**src/design/async_serial_map.vh**
```
// register map, field positions, reset values and timing counts of the serial block
`ifndef ASYNC_SERIAL_MAP_VH
`define ASYNC_SERIAL_MAP_VH

// ---------------------------------------------------------------
// register byte offsets (word index in address bits 3:2)
// ---------------------------------------------------------------
`define CTRL_OFS           4'h0
`define STATUS_OFS         4'h4
`define DATA_OFS           4'h8
`define BAUD_OFS           4'hc

// ---------------------------------------------------------------
// control register fields
// ---------------------------------------------------------------
`define CTL_TX_EMPTY_IE    0
`define CTL_TX_DONE_IE     1
`define CTL_RX_FULL_IE     2
`define CTL_QUIET_IE       3
`define CTL_TX_ON          4
`define CTL_RX_ON          5
`define CTL_RX_SLEEP       6
`define CTL_BREAK_SEND     7
`define CTL_WAKE_MARK      8
`define CTL_FRAME9         9
`define CTL_PARITY_ON      10
`define CTL_PARITY_ODD     11
`define CTL_QUIET_LONG     12
`define CTL_WIDTH          13
`define CTL_RST            13'h0000

// ---------------------------------------------------------------
// status register fields
// ---------------------------------------------------------------
`define ST_TX_EMPTY        8
`define ST_TX_DONE         7
`define ST_RX_FULL         6
`define ST_RX_ACTIVE       5
`define ST_LINE_QUIET      4
`define ST_OVERRUN         3
`define ST_NOISE           2
`define ST_FRAMING         1
`define ST_PARITY          0
`define ST_RST             9'h180

// ---------------------------------------------------------------
// timing: oversampling and default divider for 115200 baud at 40 MHz
// ---------------------------------------------------------------
`define OVERSAMPLE         16
`define SAMPLE_A           4'h7
`define SAMPLE_B           4'h8
`define SAMPLE_C           4'h9
`define BAUD_DIV_RST       16'h0016
`define FRAME_BITS_SHORT   4'ha
`define FRAME_BITS_LONG    4'hb

`endif

```
**src/design/serial_tx_shifter.v**
```verilog
// transmit shifter: frames, break frames and the serial output level
`timescale 1ns/1ps
`default_nettype none
module serial_tx_shifter (
   input  wire       clk_i,        // system clock
   input  wire       reset_n_i,    // async reset, active low
   input  wire       bit_tick_i,   // one-cycle pulse per bit time
   input  wire       tx_on_i,      // transmitter enable
   input  wire       frame9_i,     // nine data bits when set
   input  wire       brk_i,        // send break frames
   input  wire       hold_valid_i, // holding register has a character
   input  wire [8:0] hold_data_i,  // character with parity already applied
   output reg        take_o,       // pulse: holding register moved to shifter
   output reg        busy_o,       // a frame is on the line
   output reg        line_o        // serial output level
);

   reg [9:0] shreg_r; // remaining bits, lsb first
   reg [3:0] cnt_r;   // bits left after the current one

   // ---------------------------------------------------------------
   // frame sequencer
   // ---------------------------------------------------------------
   // a new frame is only loaded on a bit boundary, so break and data
   // always wait for the running frame to end
   always @(posedge clk_i or negedge reset_n_i) begin
      if (!reset_n_i) begin
         shreg_r <= 10'h3ff;
         cnt_r   <= 4'h0;
         busy_o  <= 1'b0;
         line_o  <= 1'b1;
         take_o  <= 1'b0;
      end else begin
         take_o <= 1'b0;
         if (!tx_on_i) begin
            busy_o <= 1'b0;
            cnt_r  <= 4'h0;
            line_o <= 1'b1;
         end else if (bit_tick_i) begin
            if (busy_o && cnt_r != 4'h0) begin
               line_o  <= shreg_r[0];
               shreg_r <= {1'b1, shreg_r[9:1]};
               cnt_r   <= cnt_r - 4'h1;
            end else if (brk_i) begin
               busy_o  <= 1'b1;
               line_o  <= 1'b0;
               shreg_r <= 10'h000;
               cnt_r   <= frame9_i ? 4'ha : 4'h9;
            end else if (hold_valid_i) begin
               busy_o  <= 1'b1;
               take_o  <= 1'b1;
               line_o  <= 1'b0;
               shreg_r <= frame9_i ? {1'b1, hold_data_i} : {2'b11, hold_data_i[7:0]};
               cnt_r   <= frame9_i ? 4'ha : 4'h9;
            end else begin
               busy_o <= 1'b0;
               line_o <= 1'b1;
            end
         end
      end
   end

endmodule
`default_nettype wire

```
**src/design/async_serial_ctrl_status.v**
```verilog
// asynchronous serial transmitter/receiver with Avalon-MM control and status registers
`timescale 1ns/1ps
`default_nettype none
`include "async_serial_map.vh"
module async_serial_ctrl_status (
   input  wire        clk_i,          // 40 MHz system clock
   input  wire        reset_n_i,      // async reset, active low
   input  wire [3:0]  address_i,      // byte address
   input  wire        read_i,         // read request
   input  wire        write_i,        // write request
   input  wire [3:0]  byteenable_i,   // byte lanes
   input  wire [31:0] writedata_i,    // write data
   output reg  [31:0] readdata_o,     // read data
   output reg         waitrequest_o,  // low on the completing edge
   input  wire        rx_i,           // serial input pin
   output wire        tx_o,           // serial output level
   output reg         tx_oe_o,        // high while the transmitter owns the pin
   output reg         irq_o           // interrupt request, level
);

   // ---------------------------------------------------------------
   // registers and state
   // ---------------------------------------------------------------
   reg  [`CTL_WIDTH-1:0] ctrl_r;
   reg  [15:0] baud_div_r;
   reg  [8:0]  tx_holding_reg_r;
   reg         hold_valid_r;
   reg         wr_late_r;
   reg  [8:0]  rx_holding_reg_r;
   reg         rx_full_flag_r;
   reg         line_quiet_flag_r;
   reg         overrun_flag_r;
   reg         noise_flag_r;
   reg         framing_fault_flag_r;
   reg         parity_fault_flag_r;
   reg         status_seen_r;
   reg         rx_meta_r;
   reg         rx_sync_r;
   reg  [15:0] div_cnt_r;
   reg         tick16_r;
   reg  [3:0]  tx_phase_r;
   reg         bit_tick_r;
   wire        tx_take;
   wire        tx_busy;
   wire        tx_empty_flag = ~hold_valid_r;
   wire        tx_done_flag  = ~tx_busy & ~hold_valid_r;

   wire tx_on          = ctrl_r[`CTL_TX_ON];
   wire rx_on          = ctrl_r[`CTL_RX_ON];
   wire rx_sleep       = ctrl_r[`CTL_RX_SLEEP];
   wire frame9         = ctrl_r[`CTL_FRAME9];
   wire parity_on      = ctrl_r[`CTL_PARITY_ON];
   wire parity_odd_sel = ctrl_r[`CTL_PARITY_ODD];

   // parity bit over the bits below the last data bit
   function par_calc;
      input [8:0] d;
      input       nine;
      input       odd;
      begin
         par_calc = (nine ? ^d[7:0] : ^d[6:0]) ^ odd;
      end
   endfunction

   // ---------------------------------------------------------------
   // bus slave: one wait cycle, then completion
   // ---------------------------------------------------------------
   wire       req      = read_i | write_i;
   wire       done     = req & ~waitrequest_o;
   wire       wr_ctrl  = done & write_i & (address_i == `CTRL_OFS);
   wire       wr_data  = done & write_i & (address_i == `DATA_OFS) & byteenable_i[0];
   wire       wr_baud  = done & write_i & (address_i == `BAUD_OFS);
   wire       rd_stat  = done & read_i & (address_i == `STATUS_OFS);
   wire       rd_data  = done & read_i & (address_i == `DATA_OFS);

   wire [8:0] status_word = {tx_empty_flag, tx_done_flag, rx_full_flag_r, rx_active,
                             line_quiet_flag_r, overrun_flag_r, noise_flag_r,
                             framing_fault_flag_r, parity_fault_flag_r};

   reg  [31:0] rdata_nxt;
   // read mux; unmapped or misaligned addresses read zero
   always @* begin
      rdata_nxt = 32'h0000_0000;
      case (address_i)
         `CTRL_OFS:   rdata_nxt = {{(32-`CTL_WIDTH){1'b0}}, ctrl_r};
         `STATUS_OFS: rdata_nxt = {23'h000000, status_word};
         `DATA_OFS:   rdata_nxt = {23'h000000, rx_holding_reg_r};
         `BAUD_OFS:   rdata_nxt = {16'h0000, baud_div_r};
         default:     rdata_nxt = 32'h0000_0000;
      endcase
   end

   // waitrequest drops one cycle after a request, data captured with it
   always @(posedge clk_i or negedge reset_n_i) begin
      if (!reset_n_i) begin
         waitrequest_o <= 1'b1;
         readdata_o    <= 32'h0000_0000;
      end else begin
         waitrequest_o <= ~(req & waitrequest_o);
         if (read_i & waitrequest_o)
            readdata_o <= rdata_nxt;
      end
   end

   // ---------------------------------------------------------------
   // control, divider and transmit holding register
   // ---------------------------------------------------------------
   wire wake_now;
   // the hardware wake clears the sleep bit unless software sets it this cycle
   always @(posedge clk_i or negedge reset_n_i) begin
      if (!reset_n_i) begin
         ctrl_r     <= `CTL_RST;
         baud_div_r <= `BAUD_DIV_RST;
      end else begin
         if (wake_now)
            ctrl_r[`CTL_RX_SLEEP] <= 1'b0;
         if (wr_ctrl) begin
            if (byteenable_i[0])
               ctrl_r[7:0] <= writedata_i[7:0];
            if (byteenable_i[1])
               ctrl_r[`CTL_WIDTH-1:8] <= writedata_i[`CTL_WIDTH-1:8];
         end
         if (wr_baud) begin
            if (byteenable_i[0])
               baud_div_r[7:0] <= writedata_i[7:0];
            if (byteenable_i[1])
               baud_div_r[15:8] <= writedata_i[15:8];
         end
      end
   end

   // a write while the holding register is full replaces the waiting character;
   // a write on the load edge must survive the take pulse that follows it
   always @(posedge clk_i or negedge reset_n_i) begin
      if (!reset_n_i) begin
         tx_holding_reg_r <= 9'h000;
         hold_valid_r     <= 1'b0;
         wr_late_r        <= 1'b0;
      end else begin
         wr_late_r <= wr_data;
         if (wr_data) begin
            tx_holding_reg_r <= {byteenable_i[1] & writedata_i[8], writedata_i[7:0]};
            hold_valid_r     <= 1'b1;
         end else if (tx_take & ~wr_late_r) begin
            hold_valid_r <= 1'b0;
         end
      end
   end

   // oversampling tick and bit tick; a divider of zero behaves as one
   always @(posedge clk_i or negedge reset_n_i) begin
      if (!reset_n_i) begin
         div_cnt_r  <= 16'h0000;
         tick16_r   <= 1'b0;
         tx_phase_r <= 4'h0;
         bit_tick_r <= 1'b0;
      end else begin
         tick16_r   <= 1'b0;
         bit_tick_r <= 1'b0;
         if (div_cnt_r + 16'h0001 >= baud_div_r) begin
            div_cnt_r  <= 16'h0000;
            tick16_r   <= 1'b1;
            tx_phase_r <= tx_phase_r + 4'h1;
            bit_tick_r <= (tx_phase_r == 4'hf);
         end else begin
            div_cnt_r <= div_cnt_r + 16'h0001;
         end
      end
   end

   // parity replaces the last data bit of the outgoing character
   wire [8:0] tx_word = !parity_on ? tx_holding_reg_r :
                        frame9 ? {par_calc(tx_holding_reg_r, 1'b1, parity_odd_sel),
                                  tx_holding_reg_r[7:0]} :
                        {tx_holding_reg_r[8],
                         par_calc(tx_holding_reg_r, 1'b0, parity_odd_sel),
                         tx_holding_reg_r[6:0]};

   serial_tx_shifter u_tx (
      .clk_i        (clk_i),
      .reset_n_i    (reset_n_i),
      .bit_tick_i   (bit_tick_r),
      .tx_on_i      (tx_on),
      .frame9_i     (frame9),
      .brk_i        (ctrl_r[`CTL_BREAK_SEND]),
      .hold_valid_i (hold_valid_r),
      .hold_data_i  (tx_word),
      .take_o       (tx_take),
      .busy_o       (tx_busy),
      .line_o       (tx_o)
   );

   // ---------------------------------------------------------------
   // receiver
   // ---------------------------------------------------------------
   localparam [3:0] RX_IDLE  = 4'b0001;
   localparam [3:0] RX_START = 4'b0010;
   localparam [3:0] RX_DATA  = 4'b0100;
   localparam [3:0] RX_STOP  = 4'b1000;

   reg  [3:0] rx_state_r;
   reg  [3:0] rx_phase_r;
   reg  [1:0] smp_r;
   reg  [3:0] rx_bits_r;
   reg  [8:0] rx_shift_r;
   reg  [3:0] ones_cnt_r;
   reg        quiet_armed_r;
   reg        noisy_r;
   wire       rx_active = (rx_state_r != RX_IDLE);
   wire [3:0] frame_len = frame9 ? `FRAME_BITS_LONG : `FRAME_BITS_SHORT;

   // majority of three samples around mid-bit, disagreement is noise
   wire       eval   = tick16_r & (rx_phase_r == `SAMPLE_C);
   wire       bit_v  = (smp_r[1] & smp_r[0]) | (smp_r[1] & rx_sync_r) | (smp_r[0] & rx_sync_r);
   wire       bit_nz = ~((smp_r[1] == smp_r[0]) & (smp_r[0] == rx_sync_r));
   wire       idle_bit  = tick16_r & (rx_state_r == RX_IDLE) & (rx_phase_r == 4'hf);
   wire       frame_end = eval & (rx_state_r == RX_STOP);
   wire [8:0] rx_char   = frame9 ? rx_shift_r : {1'b0, rx_shift_r[8:1]};
   wire       last_bit  = frame9 ? rx_char[8] : rx_char[7];
   wire       mark_wake = frame_end & rx_sleep & ctrl_r[`CTL_WAKE_MARK] & last_bit;
   wire       quiet_hit = quiet_armed_r & (ones_cnt_r >= frame_len);
   wire       idle_wake = quiet_hit & rx_sleep & ~ctrl_r[`CTL_WAKE_MARK];
   assign     wake_now  = mark_wake | idle_wake;
   wire       accept    = frame_end & (~rx_sleep | mark_wake);
   wire       clr_rx    = rd_data & status_seen_r;

   // input pin passes two flip-flops before the receiver sees it
   always @(posedge clk_i or negedge reset_n_i) begin
      if (!reset_n_i) begin
         rx_meta_r <= 1'b1;
         rx_sync_r <= 1'b1;
      end else begin
         rx_meta_r <= rx_i;
         rx_sync_r <= rx_meta_r;
      end
   end

   // frame state machine on the oversampling tick
   always @(posedge clk_i or negedge reset_n_i) begin
      if (!reset_n_i) begin
         rx_state_r <= RX_IDLE;
         rx_phase_r <= 4'h0;
         smp_r      <= 2'b11;
         rx_bits_r  <= 4'h0;
         rx_shift_r <= 9'h000;
         noisy_r    <= 1'b0;
      end else if (!rx_on) begin
         rx_state_r <= RX_IDLE;
         rx_phase_r <= 4'h0;
      end else if (tick16_r) begin
         rx_phase_r <= rx_phase_r + 4'h1;
         if (rx_phase_r == `SAMPLE_A)
            smp_r[1] <= rx_sync_r;
         if (rx_phase_r == `SAMPLE_B)
            smp_r[0] <= rx_sync_r;
         case (rx_state_r)
            RX_IDLE: begin
               if (!rx_sync_r) begin
                  rx_state_r <= RX_START;
                  rx_phase_r <= 4'h1;
                  noisy_r    <= 1'b0;
               end
            end
            RX_START: begin
               if (eval)
                  rx_state_r <= bit_v ? RX_IDLE : RX_DATA;
               if (eval)
                  rx_bits_r <= 4'h0;
               if (eval)
                  noisy_r <= bit_nz;
            end
            RX_DATA: begin
               if (eval) begin
                  rx_shift_r <= {bit_v, rx_shift_r[8:1]};
                  rx_bits_r  <= rx_bits_r + 4'h1;
                  noisy_r    <= noisy_r | bit_nz;
                  if (rx_bits_r == (frame9 ? 4'h8 : 4'h7))
                     rx_state_r <= RX_STOP;
               end
            end
            RX_STOP: begin
               if (eval)
                  rx_state_r <= RX_IDLE;
            end
            default: rx_state_r <= RX_IDLE;
         endcase
      end
   end

   // count one-bits toward an idle line; long mode restarts after each stop bit
   always @(posedge clk_i or negedge reset_n_i) begin
      if (!reset_n_i) begin
         ones_cnt_r    <= 4'h0;
         quiet_armed_r <= 1'b0;
      end else if (!rx_on) begin
         ones_cnt_r    <= 4'h0;
         quiet_armed_r <= 1'b0;
      end else begin
         if (quiet_hit)
            quiet_armed_r <= 1'b0;
         if (eval & (rx_state_r == RX_START) & ~bit_v)
            quiet_armed_r <= 1'b1;
         if (frame_end & ctrl_r[`CTL_QUIET_LONG])
            ones_cnt_r <= 4'h0;
         // idle counts once per bit time; the mid-bit vote counts only inside a frame
         else if (idle_bit | (eval & ((rx_state_r == RX_DATA) | (rx_state_r == RX_STOP))))
            ones_cnt_r <= (idle_bit | bit_v) ?
                          ((ones_cnt_r == 4'hf) ? 4'hf : ones_cnt_r + 4'h1) : 4'h0;
         else if (eval & (rx_state_r == RX_START))
            ones_cnt_r <= 4'h0;
      end
   end

   // ---------------------------------------------------------------
   // receive flags: a set in the clearing cycle wins
   // ---------------------------------------------------------------
   always @(posedge clk_i or negedge reset_n_i) begin
      if (!reset_n_i) begin
         rx_holding_reg_r     <= 9'h000;
         rx_full_flag_r       <= 1'b0;
         line_quiet_flag_r    <= 1'b0;
         overrun_flag_r       <= 1'b0;
         noise_flag_r         <= 1'b0;
         framing_fault_flag_r <= 1'b0;
         parity_fault_flag_r  <= 1'b0;
         status_seen_r        <= 1'b0;
      end else begin
         if (rd_stat)
            status_seen_r <= |{rx_full_flag_r, line_quiet_flag_r, overrun_flag_r,
                               noise_flag_r, framing_fault_flag_r, parity_fault_flag_r};
         else if (rd_data)
            status_seen_r <= 1'b0;
         if (clr_rx) begin
            rx_full_flag_r       <= 1'b0;
            line_quiet_flag_r    <= 1'b0;
            overrun_flag_r       <= 1'b0;
            noise_flag_r         <= 1'b0;
            framing_fault_flag_r <= 1'b0;
            parity_fault_flag_r  <= 1'b0;
         end
         if (quiet_hit & ~rx_sleep)
            line_quiet_flag_r <= 1'b1;
         if (accept) begin
            if (rx_full_flag_r & ~clr_rx) begin
               overrun_flag_r <= 1'b1;
            end else begin
               rx_holding_reg_r <= rx_char;
               rx_full_flag_r   <= 1'b1;
               if (noisy_r | bit_nz)
                  noise_flag_r <= 1'b1;
               if (!bit_v)
                  framing_fault_flag_r <= 1'b1;
               if (parity_on && par_calc(rx_char, frame9, parity_odd_sel) != last_bit)
                  parity_fault_flag_r <= 1'b1;
            end
         end
      end
   end

   // ---------------------------------------------------------------
   // pin ownership and interrupt request
   // ---------------------------------------------------------------
   always @(posedge clk_i or negedge reset_n_i) begin
      if (!reset_n_i) begin
         tx_oe_o <= 1'b0;
         irq_o   <= 1'b0;
      end else begin
         tx_oe_o <= tx_on;
         irq_o   <= (ctrl_r[`CTL_TX_EMPTY_IE] & tx_empty_flag)
                  | (ctrl_r[`CTL_TX_DONE_IE]  & tx_done_flag)
                  | (ctrl_r[`CTL_RX_FULL_IE]  & rx_full_flag_r)
                  | (ctrl_r[`CTL_QUIET_IE]    & line_quiet_flag_r);
      end
   end

endmodule
`default_nettype wire

```
**config.mk**
```make
export PLATFORM = sky130hd
export DESIGN_NAME = async_serial_ctrl_status
export DESIGN_NICKNAME = d
export VERILOG_FILES = /design/src/design/serial_tx_shifter.v /design/src/design/async_serial_ctrl_status.v
export VERILOG_INCLUDE_DIRS = /design/src /design/src/design
export SDC_FILE = /design/constraint.sdc
export NUM_CORES = 1
export LEC_CHECK = 0
export ABC_CLOCK_PERIOD_IN_PS = 2900
export BUFFER_PORTS_ARGS = -buffer_cell sky130_fd_sc_hd__buf_2
export CORE_ASPECT_RATIO = 1.75
export CORE_MARGIN = 3
export CORE_UTILIZATION = 45
export CTS_CLUSTER_SIZE = 8
export DETAILED_ROUTE_END_ITERATION = 8
export PLACE_DENSITY_LB_ADDON = 0.25
export SLEW_MARGIN = 10
export SYNTH_ARGS = -nofsm -noshare
export SYNTH_HDL_FRONTEND = slang
export SYNTH_HIERARCHICAL = 1
export SYNTH_SLANG_ARGS = --single-unit
```
**constraint.sdc**
```tcl
create_clock -name clk_i -period 2.9 [get_ports clk_i]
set_input_delay 0.87 -clock clk_i [delete_from_list [all_inputs] [get_ports clk_i]]
set_output_delay 0.87 -clock clk_i [all_outputs]
set_load 0.02 [all_outputs]
```
# Word-level counts from Yosys, hierarchy flattened
# Index checks and enable logic that the tools add are counted.
# op_classes
magnitude_cmp,2
eq_ne,32
muxes,91
add_sub_neg,6
n_reduce_logical,29
bitwise_logic,66
# op_table
op,count
two-way mux 4 bit,25
one-hot mux 16 bit (4 select lines),1
two-way mux 1 bit,50
bitwise AND 1 bit,40
two-way mux 9 bit,4
== test 4 bit (second input constant),8
two-way mux 10 bit,3
adder 16 x 1 -> 16 bit (second input constant),1
adder 4 x 1 -> 4 bit (second input constant),4
greater-or-equal comparator 16 bit,1
two-way mux 16 bit,1
one-hot mux 4 bit (4 select lines),1
parity 8 bit,2
inequality test 3 bit (second input constant),5
two-way mux 7 bit,2
AND reduction 2 bit,7
parity 7 bit,2
== test 4 x 3 -> 1 bit (second input constant),3
inequality test 4 x 1 -> 1 bit (second input constant),3
bitwise OR 1 bit,12
AND reduction 6 bit,2
NOT 1 bit,11
AND reduction 3 bit,3
inequality test 2 bit (second input constant),4
22 further kinds,31
# word_totals
register_bits,161
input_bits,45

# Depth between registers and ports, before layout
# Gate-level depths: netlist of the first run.
# depth
ltp_word,10
ltp_mapped,13
depth_no_buf,11

# Hierarchy
# The synthesis of the first run kept the hierarchy.
# by_module_without_submodules
module,instances,cells_each,area_each_um2,seq_area_each_um2
async_serial_ctrl_status,1,644,6523.8,3214.3
serial_tx_shifter,1,104,993.5,439.2

# Worst setup path before layout of the first run
# OpenSTA, ideal clock, no wires.
# synth_path
kind,reg2reg
startpoint,reg div_cnt_r[2]
endpoint,reg div_cnt_r[10]
arrival_ns,2.464
path_slack_ns,0.313
path_stages_with_launch,14
required_time_ns,2.777
setup_time_ns,0.123
cell_sequence,dfrtp_1 and4_1 nand4_1 nor2_1 xnor2_1 inv_1 ha_1 o2111ai_1 a311oi_1 nor2_1 a21oi_1 buf_2 buf_2 nor2_1
# synth_between
elab_chain_len,3
# synth_rtl
item,line,text
from (decl),async_serial_ctrl_status.v:39,reg [15:0] div_cnt_r;
from (signal assigned),async_serial_ctrl_status.v:166,div_cnt_r <= div_cnt_r + 16'h0001;
adder 16 x 1 -> 16 bit *,"async_serial_ctrl_status.v:160, async_serial_ctrl_status.v:166",
greater-or-equal comparator 16 bit,async_serial_ctrl_status.v:160,if (div_cnt_r + 16'h0001 >= baud_div_r) begin
two-way mux 16 bit *,async_serial_ctrl_status.v:160,
# Every way passes the cells marked *; elsewhere a longest branch is shown, timed or not.
# A chain may end at the register's enable or synchronous reset.

# Worst setup path after layout of the first run
# layout_path
startpoint,reg div_cnt_r[2]
endpoint,reg tx_phase_r[1]
# layout_between
elab_chain_len,2
# layout_rtl
item,line,text
adder 16 x 1 -> 16 bit,async_serial_ctrl_status.v:160,
greater-or-equal comparator 16 bit,async_serial_ctrl_status.v:160,
to (signal assigned),async_serial_ctrl_status.v:163,tx_phase_r <= tx_phase_r + 4'h1;
to (decl),async_serial_ctrl_status.v:41,reg [3:0] tx_phase_r;
# Every way passes these cells.

==> flow_metrics.env, run 1 <==
export IMPL_detail_route_vias_per_cell=5.56
export IMPL_power_mw=5.30
export IMPL_crit_type="reg -> reg"
export IMPL_drc=0
export IMPL_gr_total_overflow=0
export IMPL_cts_buffers=17
export IMPL_end_kind="flop"
export IMPL_place_congestion=0.874
export IMPL_synth_cells=748
export IMPL_num_rows=61
export IMPL_dr_total_vias=5766
export IMPL_final_area_sq_um=8700
export IMPL_critPathArrivalTime_ps=3080
export IMPL_clk_path_buf_depth=2
export IMPL_crit_fanout=5
export IMPL_grt_first_pass_wirelength_um=31200
export IMPL_drive_gt1_frac=0.213
export IMPL_slew_violations=0
export IMPL_num_antenna_cells=0
export IMPL_die_h_um=177
export IMPL_dieArea_sq_um=18400
export IMPL_num_nets_final=877
export IMPL_max_freq_ghz=0.359
export IMPL_start_util=0.467
export IMPL_cts_sinks=145
export IMPL_max_stage_delay_ps=360
export IMPL_ys_types=69
export IMPL_p_leak_nw=4.05
export IMPL_clockRootBuffer="clkbuf_16"
export IMPL_yosysWarnings=6
export IMPL_postRouteAntennaNets=0
export IMPL_syn_cell_area_sq_um=7520
export IMPL_critPathSlowestCell="dfrtp_1"
export IMPL_setup_viol=0
export IMPL_drt_iter0_markers=225
export IMPL_async_reset_ff_frac=1.00
export IMPL_hold_path_class="in -> async"
export IMPL_htreeDepth=4
export IMPL_cts_tree="built"
export IMPL_wl_um=19000
export IMPL_port_buffers=46
export IMPL_crit_family="simple AND/OR/NAND/NOR gates"
export IMPL_grt_max_degree=61
export IMPL_track_usage=0.216
export IMPL_worstPathRequired_ps=3200
export IMPL_synth_area_per_cell_sq_um=10.0
export IMPL_cp_cell_sequence="and4_2 -> and3_4 -> nand4_1 -> xor2_1 -> inv_1 -> ha_1 -> nand2_1 -> o21ai_2 -> nor2_1 -> a21oi_2 -> mux2_2"
export IMPL_dominantRegCellSynth="dfrtp_1"
export IMPL_nFillCells=1420
export IMPL_dr_pass1_iters=5
export IMPL_slew_limit_headroom=0.429
export IMPL_powerDensity_nw_per_um2=610
export IMPL_syn_to_final_growth_pct=15.7
export IMPL_ys_seq_area_frac=0.486
export IMPL_tightest_slew_ps=856
export IMPL_ioPinCount=81
export IMPL_grt_pass1_vias=6170
export IMPL_antenna_found_initial=0
export IMPL_synth_edff_count=0
export IMPL_period_needed_ps=2790
export IMPL_postPlaceCellArea_sq_um=8010
export IMPL_die_w_um=104
export IMPL_post_route_util=0.540
export IMPL_ys_ff_latch=145
export IMPL_ir_worst_vdd_mv=0.401
export IMPL_rsz0062_at_grt="false"
export IMPL_final_hold_viol_count=0
export IMPL_coreArea_sq_um=16100
export IMPL_start_kind="flop"
export IMPL_wl_per_cell_um=18.3
export IMPL_place_hpwl_um=14400
export IMPL_worst_path_buf_inv=1
export IMPL_cts_clk_slew_worst_paths_ps=70
export IMPL_skew_ps=10.9
export IMPL_period_share=0.962
export IMPL_cap_violations=0
export IMPL_status="finished, final reports clean"
export IMPL_clock_latency_ps=410
-- path summary, 6_finish.rpt --
kind	cells after the start	from	end	slack [ps]
max	11	div_cnt_r[2]	tx_phase_r[1]	110
min reg2reg	0	rx_meta_r	rx_sync_r	360
max in group asynchronous	2	reset_n_i	baud_div_r[4]	1800
max reg2reg	11	div_cnt_r[2]	tx_phase_r[1]	110
min in group clk_i	0	rx_meta_r	rx_sync_r	360
min	1	reset_n_i	hold_valid_r	360
-- worst register-to-register path, cell delays in order, from the launching register on --
cell and delay, ps:
dfrtp_1 360, and4_2 300, and3_4 220, nand4_1 110, xor2_1 210, inv_1 70, ha_1 290, nand2_1 130
o21ai_2 270, nor2_1 130, a21oi_2 230, mux2_2 360
-- layout make-up --
cell class,count,area [sq um],area share
Clock buffer,21,460,0.0529
Clock inverter,11,178,0.0204
Inverter,52,195,0.0224
Multi-Input combinational cell,516,3490,0.401
Sequential cell,145,3650,0.420
Tap cell,220,275,0.0316
Timing Repair Buffer,72,448,0.0515
-- cells by family after synthesis --
| logic type | synth area share |
|---|---|
| compound gates | 0.160 |
| xor+xnor | 0.0431 |
| fa+ha+maj | 0.0466 |
| buf+inv | 0.0624 |
| flops | 0.486 |
| mux | 0.0616 |
| other cells | 0.000499 |
| simple gates | 0.139 |
-- sequential cells by signal (all words and copies together) (netlist names), 2 cells and up --
name / count
baud_div_r: 16
ctrl_r: 13
div_cnt_r: 16
ones_cnt_r: 4
readdata_o: 16
rx_bits_r: 4
rx_holding_reg_r: 9
rx_phase_r: 4
rx_shift_r: 9
rx_state_r: 4
smp_r: 2
tx_holding_reg_r: 9
tx_phase_r: 4
u_tx/cnt_r: 4
u_tx/shreg_r: 10
-- layout by cell type, fill, tap and decap left out, drive strengths merged, types with 16 or more instances in the layout --
cell	instances
nand3	19
mux2	32
dfstp	20
o21ai	66
clkbuf	21
xnor2	23
nand2	90
a21oi	32
conb	16
ha	28
dfrtp	125
inv	55
buf	72
nor2	33
-- layer usage --
metal  wire length [um]  vias up  part of all wire  GRT usage
met1               7180     2880              0.38      0.230
met2              10600      136              0.56      0.416
met4                629        0             0.033     0.0821
li1                   -     2712                 -          -
met3                587       38             0.031     0.0427
met5                  0        -                 0          0
-- cell usage after synthesis (2+ instances only) --
| master | n | area share |
|---|---|---|
| dfrtp_1 | 125 | 0.42 |
| nand2_1 | 90 | 0.045 |
| o21ai_0 | 63 | 0.042 |
| inv_1 | 52 | 0.026 |
| nor2_1 | 33 | 0.016 |
| a21oi_1 | 32 | 0.021 |
| mux2_2 | 32 | 0.048 |
| ha_1 | 28 | 0.047 |
| xnor2_1 | 23 | 0.027 |
| dfstp_2 | 20 | 0.070 |
| clkbuf_1 | 18 | 0.0090 |
| nand3_1 | 18 | 0.012 |
| buf_4 | 16 | 0.016 |
| buf_2 | 15 | 0.010 |
| a221oi_1 | 14 | 0.016 |
| xor2_1 | 14 | 0.016 |
| and3_1 | 12 | 0.010 |
| a22o_1 | 10 | 0.012 |
| nor3_1 | 10 | 0.0067 |
| a22oi_1 | 9 | 0.0090 |
| a2bb2oi_1 | 9 | 0.010 |
| mux2i_1 | 8 | 0.011 |
| nor2b_1 | 8 | 0.0067 |
| a31oi_1 | 7 | 0.0058 |
| nand2b_1 | 7 | 0.0058 |
| a211oi_1 | 6 | 0.0060 |
| nand4_1 | 5 | 0.0042 |
| o21a_1 | 5 | 0.0050 |
| a21o_1 | 3 | 0.0030 |
| and2_1 | 3 | 0.0025 |
| nand3b_1 | 3 | 0.0030 |
| nor4_1 | 3 | 0.0025 |
| o21ai_1 | 3 | 0.0020 |
| a21boi_2 | 2 | 0.0030 |
| a32o_1 | 2 | 0.0027 |
| and4_1 | 2 | 0.0023 |
| and4b_1 | 2 | 0.0027 |
| nor3b_1 | 2 | 0.0020 |
| nor4b_1 | 2 | 0.0023 |
| nor4b_2 | 2 | 0.0040 |
| o211ai_1 | 2 | 0.0020 |
-- through the flow --
step                      TNS, ps  hold WS [ps]  std cells  setup WS [ps]
after floorplan                 0           345        763            313
after global placement       -574           353       1003          -64.7
after detailed placement    -2050           353       1003           -136
after CTS                       0           362       1035           43.4
after global routing            0           364       1037           2.05
final                           0           359       1037            112
-- where the power goes --
group | switching [mW] | internal, mW
clock | 0.854 | 1.50
combinational | 0.373 | 0.256
sequential | 0.151 | 2.17
total | 1.38 | 3.92
-- what timing repair did --
action                     4_1_cts  5_1_grt
buffers inserted                 0        2
hold endpoints to repair         0        0
pin swaps                        0        2
gates resized for setup          2        7
setup endpoints to repair       18       21
gates cloned                     0        0
hold buffers                     0        0
Note: power is estimated with default switching activity, not from simulation.
==> run 2, diff against run 1 <==
--- a/config.mk
+++ b/config.mk
@@ -6,7 +6,7 @@
 export SDC_FILE = /design/constraint.sdc
 export NUM_CORES = 1
 export LEC_CHECK = 0
-export ABC_CLOCK_PERIOD_IN_PS = 2900
+export ABC_CLOCK_PERIOD_IN_PS = 3600
 export BUFFER_PORTS_ARGS = -buffer_cell sky130_fd_sc_hd__buf_2
 export CORE_ASPECT_RATIO = 1.75
 export CORE_MARGIN = 3
==> constraint.sdc (replaced) <==
create_clock -name clk_i -period 3.6 [get_ports clk_i]
set_input_delay 1.08 -clock clk_i [delete_from_list [all_inputs] [get_ports clk_i]]
set_output_delay 1.08 -clock clk_i [all_outputs]
set_load 0.02 [all_outputs]
==> run 2 against run 1 <==
Against the previous run: final cell count is 1.7% lower; sequential power is 19% lower; count of clock-buffer cells in the layout is 1 lower; combinational power is 22% lower; sequential share of layout area is 1.1 points higher; worst setup slack better by 310 ps; worst hold slack worse by 3.7 ps; sequential cell count stayed put; via count is 2.4% lower; critical path depth stayed put; critical path type unchanged; largest cell class unchanged.
==> flow_metrics.env, run 2 (synthesis gave the netlist of run 1 again) <==
export IMPL_status="finished, final reports clean"
export IMPL_track_usage=0.209
export IMPL_holdWs_ps=356
export IMPL_port_buffers=46
export IMPL_end_kind="flop"
export IMPL_wl_per_cell_um=18.0
export IMPL_slew_violations=0
export IMPL_nFillCells=1438
export IMPL_post_route_util=0.527
export IMPL_cap_violations=0
export IMPL_fin_ws_ps=426
export IMPL_num_rows=61
export IMPL_ir_worst_vdd_mv=0.254
export IMPL_die_w_um=104
export IMPL_powerDensity_nw_per_um2=486
export IMPL_crit_fanout=10
export IMPL_num_nets_final=859
export IMPL_critPathArrivalTime_ps=3470
export IMPL_grt_first_pass_wirelength_um=30200
export IMPL_postPlaceCellArea_sq_um=7890
export IMPL_dr_pass1_iters=5
export IMPL_period_needed_ps=3170
export IMPL_holdBufCountCts=0
export IMPL_layout_common_cells="125 x dfrtp_1, 90 x nand2_1, 63 x o21ai_0, 52 x inv_1, 45 x buf_2"
export IMPL_crit_type="reg -> reg"
export IMPL_hold_path_class="reg -> reg"
export IMPL_start_kind="flop"
export IMPL_grt_pass1_vias=5866
export IMPL_clk_path_buf_depth=2
export IMPL_slew_limit_headroom=0.380
export IMPL_dr_total_vias=5625
export IMPL_cts_clk_slew_worst_paths_ps=70
export IMPL_cts_resized=0
export IMPL_p_leak_nw=3.93
export IMPL_cts_buffers=17
export IMPL_max_freq_ghz=0.315
export IMPL_start_util=0.467
export IMPL_clock_latency_ps=420
export IMPL_cts_sinks=145
export IMPL_detail_route_vias_per_cell=5.52
export IMPL_num_antenna_cells=0
export IMPL_coreArea_sq_um=16100
export IMPL_multiInputGateArea_sq_um=3460
export IMPL_postRouteAntennaNets=0
export IMPL_period_share=0.882
export IMPL_final_hold_viol_count=0
export IMPL_cts_setup_buffers=0
export IMPL_register_area_sq_um=3650
export IMPL_htreeDepth=4
export IMPL_skew_ps=13.8
export IMPL_antenna_found_initial=0
export IMPL_cts_tree="built"
export IMPL_worstPathRequired_ps=3900
export IMPL_dp_cells=987
export IMPL_reg_top3="baud_div_r (16), div_cnt_r (16), readdata_o (16)"
export IMPL_die_h_um=177
export IMPL_fin_tns_setup_ps=0
export IMPL_wl_um=18400
export IMPL_rsz0062_at_grt="false"
export IMPL_tightest_slew_ps=928
export IMPL_drt_iter0_markers=360
export IMPL_mostFrequentLayoutCell="dfrtp_1"
export IMPL_clockRootBuffer="clkbuf_16"
export IMPL_gr_total_overflow=0
export IMPL_setup_viol=0
export IMPL_place_hpwl_um=13700
export IMPL_ioPinCount=81
export IMPL_drc=0
export IMPL_dieArea_sq_um=18400
export IMPL_drive_gt1_frac=0.189
export IMPL_final_area_sq_um=8480
export IMPL_final_cells=1019
export IMPL_dp_slack_ps=207
export IMPL_syn_to_final_growth_pct=12.9
export IMPL_grt_max_degree=74
export IMPL_power_mw=4.12
export IMPL_place_congestion=0.895
[run 2: cell types whose count changed in the layout (fill, tap and decap cells not counted), moves of 2 or more]
cell / previous run / this run
clkinv_2: 1 / 3
clkinvlp_4: 0 / 2
bufinv_16: 4 / 2
buf_4: 24 / 7
[run 2: critical path, stage by stage, from the launching register on]
cell and delay [ps]:
dfrtp_1 430, and4_1 340, and3_1 270, nand4_1 130, xor2_1 190, inv_1 60, ha_1 300, nand2_1 80
o21ai_0 280, nor3_1 150, a21oi_2 420, mux2_2 390
[run 2: metal layers]
| layer | vias to the layer above | global-route usage | wire length, um |
|---|---|---|---|
| met5 | - | 0 | 0 |
| met4 | 0 | 0.0904 | 669 |
| met3 | 43 | 0.0387 | 698 |
| met2 | 141 | 0.391 | 9850 |
| met1 | 2760 | 0.231 | 7160 |
| li1 | 2681 | - | - |
[run 2: final cells by class]
type | count | share of cell area
Timing Repair Buffer | 54 | 0.0364
Inverter | 52 | 0.0230
Sequential cell | 145 | 0.431
Tap cell | 220 | 0.0324
Clock buffer | 20 | 0.0538
Clock inverter | 12 | 0.0158
Multi-Input combinational cell | 516 | 0.408
[run 2: final timing paths]
check	from	endpoint	slack (ps)	cells after the start
max	div_cnt_r[2]	tx_phase_r[1]	430	11
min	rx_meta_r	rx_sync_r	360	0
max reg2reg	div_cnt_r[2]	tx_phase_r[1]	430	11
min reg2reg	rx_meta_r	rx_sync_r	360	0
max in group asynchronous	reset_n_i	baud_div_r[2]	2040	2
min in group asynchronous	reset_n_i	wr_late_r	670	1
[run 2: where the power goes]
group	internal, mW	switching (mW)
sequential	1.75	0.129
clock	1.06	0.693
combinational	0.201	0.290
total	3.01	1.11
==> run 3, diff against run 2 <==
--- a/config.mk
+++ b/config.mk
@@ -10,7 +10,7 @@
 export BUFFER_PORTS_ARGS = -buffer_cell sky130_fd_sc_hd__buf_2
 export CORE_ASPECT_RATIO = 1.75
 export CORE_MARGIN = 3
-export CORE_UTILIZATION = 45
+export CORE_UTILIZATION = 40
 export CTS_CLUSTER_SIZE = 8
 export DETAILED_ROUTE_END_ITERATION = 8
 export PLACE_DENSITY_LB_ADDON = 0.25
==> constraint.sdc (replaced) <==
create_clock -name clk_i -period 3.6 [get_ports clk_i]
set_input_delay 0 -clock clk_i [delete_from_list [all_inputs] [get_ports clk_i]]
set_output_delay 0 -clock clk_i [all_outputs]
set_load 0.02 [all_outputs]
==> run 3 against run 2 <==
Against the previous run: register-to-register slack better by 60 ps; die area grew 12%; sequential power about the same; worst setup slack better by 60 ps; via count about the same; sequential share of layout area is 1.0 points lower; clock power up 2%; worst hold slack worse by 330 ps; combinational power rose by 4.1%; sequential cell count did not move; largest cell class unchanged; largest power group unchanged; highest routed layer is now met5.
==> flow_metrics.env, run 3 (synthesis gave the netlist of run 1 again) <==
export IMPL_status="finished, final reports clean"
export IMPL_dp_cells=998
export IMPL_slew_limit_headroom=0.331
export IMPL_setup_viol=0
export IMPL_post_route_util=0.477
export IMPL_cts_tree="built"
export IMPL_postPlaceCellArea_sq_um=7870
export IMPL_coreArea_sq_um=18200
export IMPL_dr_pass1_iters=4
export IMPL_nFillCells=1743
export IMPL_dr_total_vias=5624
export IMPL_worstPathRequired_ps=3900
export IMPL_p_leak_nw=3.99
export IMPL_fin_ws_ps=486
export IMPL_crit_type="reg -> reg"
export IMPL_final_hold_viol_count=0
export IMPL_powerDensity_nw_per_um2=480
export IMPL_power_mw=4.17
export IMPL_grt_pass1_vias=5695
export IMPL_rr_worst_depth=12
export IMPL_mostFrequentLayoutCell="dfrtp_1"
export IMPL_cts_clk_slew_worst_paths_ps=60
export IMPL_syn_to_final_growth_pct=15.6
export IMPL_holdBufCountCts=22
export IMPL_tightest_slew_ps=1000
export IMPL_gr_total_overflow=0
export IMPL_layout_common_cells="125 x dfrtp_1, 90 x nand2_1, 63 x o21ai_0, 52 x inv_1, 45 x buf_2"
export IMPL_port_buffers=46
export IMPL_cts_sinks=145
export IMPL_num_rows=65
export IMPL_clk_path_buf_depth=2
export IMPL_clockRootBuffer="clkbuf_16"
export IMPL_cts_resized=0
export IMPL_drc=0
export IMPL_period_needed_ps=3110
export IMPL_period_share=0.865
export IMPL_clock_latency_ps=420
export IMPL_drive_gt1_frac=0.177
export IMPL_slew_violations=0
export IMPL_critPathArrivalTime_ps=3410
export IMPL_holdWs_ps=28.1
export IMPL_worstReg2RegEnd="div_cnt_r[11]"
export IMPL_cts_setup_buffers=0
export IMPL_whs_endpoint="readdata_o[5]"
export IMPL_dp_slack_ps=469
export IMPL_skew_ps=8.39
export IMPL_hold_path_class="in -> reg"
export IMPL_fin_tns_setup_ps=0
export IMPL_ir_worst_vdd_mv=0.337
export IMPL_start_kind="flop"
export IMPL_place_congestion=0.833
export IMPL_crit_fanout=16
export IMPL_grt_first_pass_wirelength_um=29900
export IMPL_max_freq_ghz=0.321
export IMPL_place_hpwl_um=13600
export IMPL_num_nets_final=878
export IMPL_grt_max_degree=107
export IMPL_wl_per_cell_um=17.7
export IMPL_cap_violations=0
export IMPL_reg2reg_slack_ps=490
export IMPL_end_kind="flop"
export IMPL_rsz0062_at_grt="false"
export IMPL_die_h_um=187
export IMPL_hold_path_startpoint="address_i[1]"
export IMPL_detail_route_vias_per_cell=5.34
export IMPL_start_util=0.413
export IMPL_worst_hold_path_num_cells=4
export IMPL_final_area_sq_um=8690
export IMPL_die_w_um=110
export IMPL_cts_buffers=17
export IMPL_final_cells=1053
export IMPL_wl_um=18600
export IMPL_postRouteAntennaNets=0
export IMPL_htreeDepth=4
export IMPL_drt_iter0_markers=332
export IMPL_dieArea_sq_um=20500
export IMPL_ioPinCount=81
export IMPL_reg_top3="baud_div_r (16), div_cnt_r (16), readdata_o (16)"
export IMPL_track_usage=0.190
export IMPL_r2r_start="div_cnt_r[2]"
export IMPL_antenna_found_initial=2
[run 3: area by class of cell]
cell class              instances  area, sq um  area share
inverters                      52          195      0.0225
clock inverters                12          160      0.0184
clock buffers                  20          437      0.0502
multi-input cells             516         3460       0.398
well taps                     234          293      0.0337
flip-flops and latches        145         3650       0.420
diodes                          1         2.50    0.000288
repair buffers                 73          494      0.0569
[run 3: metal layers]
layer	vias up	GRT usage	part of all wire
met5	-	0	0.00038
met4	2	0.0907	0.039
met3	37	0.0394	0.033
li1	2726	-	-
met2	116	0.341	0.54
met1	2743	0.205	0.39
[run 3: report_power, final]
part           internal (mW)  switching, mW
logic                  0.214          0.296
registers               1.75          0.122
clock network           1.09          0.694
[run 3: critical path: stages (launching register included)]
cell and delay, ps:
dfrtp_1 410, and4_1 300, and3_1 250, nand4_1 130
xor2_1 190, inv_1 70, ha_1 290, nand2_1 80
o21ai_0 310, nor3_1 150, a21oi_1 430, buf_4 310
nor2b_1 70
[run 3: worst max-delay path by stage]
stage               cells after the start  slack (ps)         start             to
floorplan                              13        1010  div_cnt_r[2]  div_cnt_r[10]
global placement                       11         510  div_cnt_r[2]  tx_phase_r[1]
detailed placement                     11         470  div_cnt_r[2]  tx_phase_r[1]
CTS                                    12         440  div_cnt_r[2]   div_cnt_r[9]
global route                           12         180  div_cnt_r[0]  div_cnt_r[14]
finish                                 12         490  div_cnt_r[2]  div_cnt_r[11]
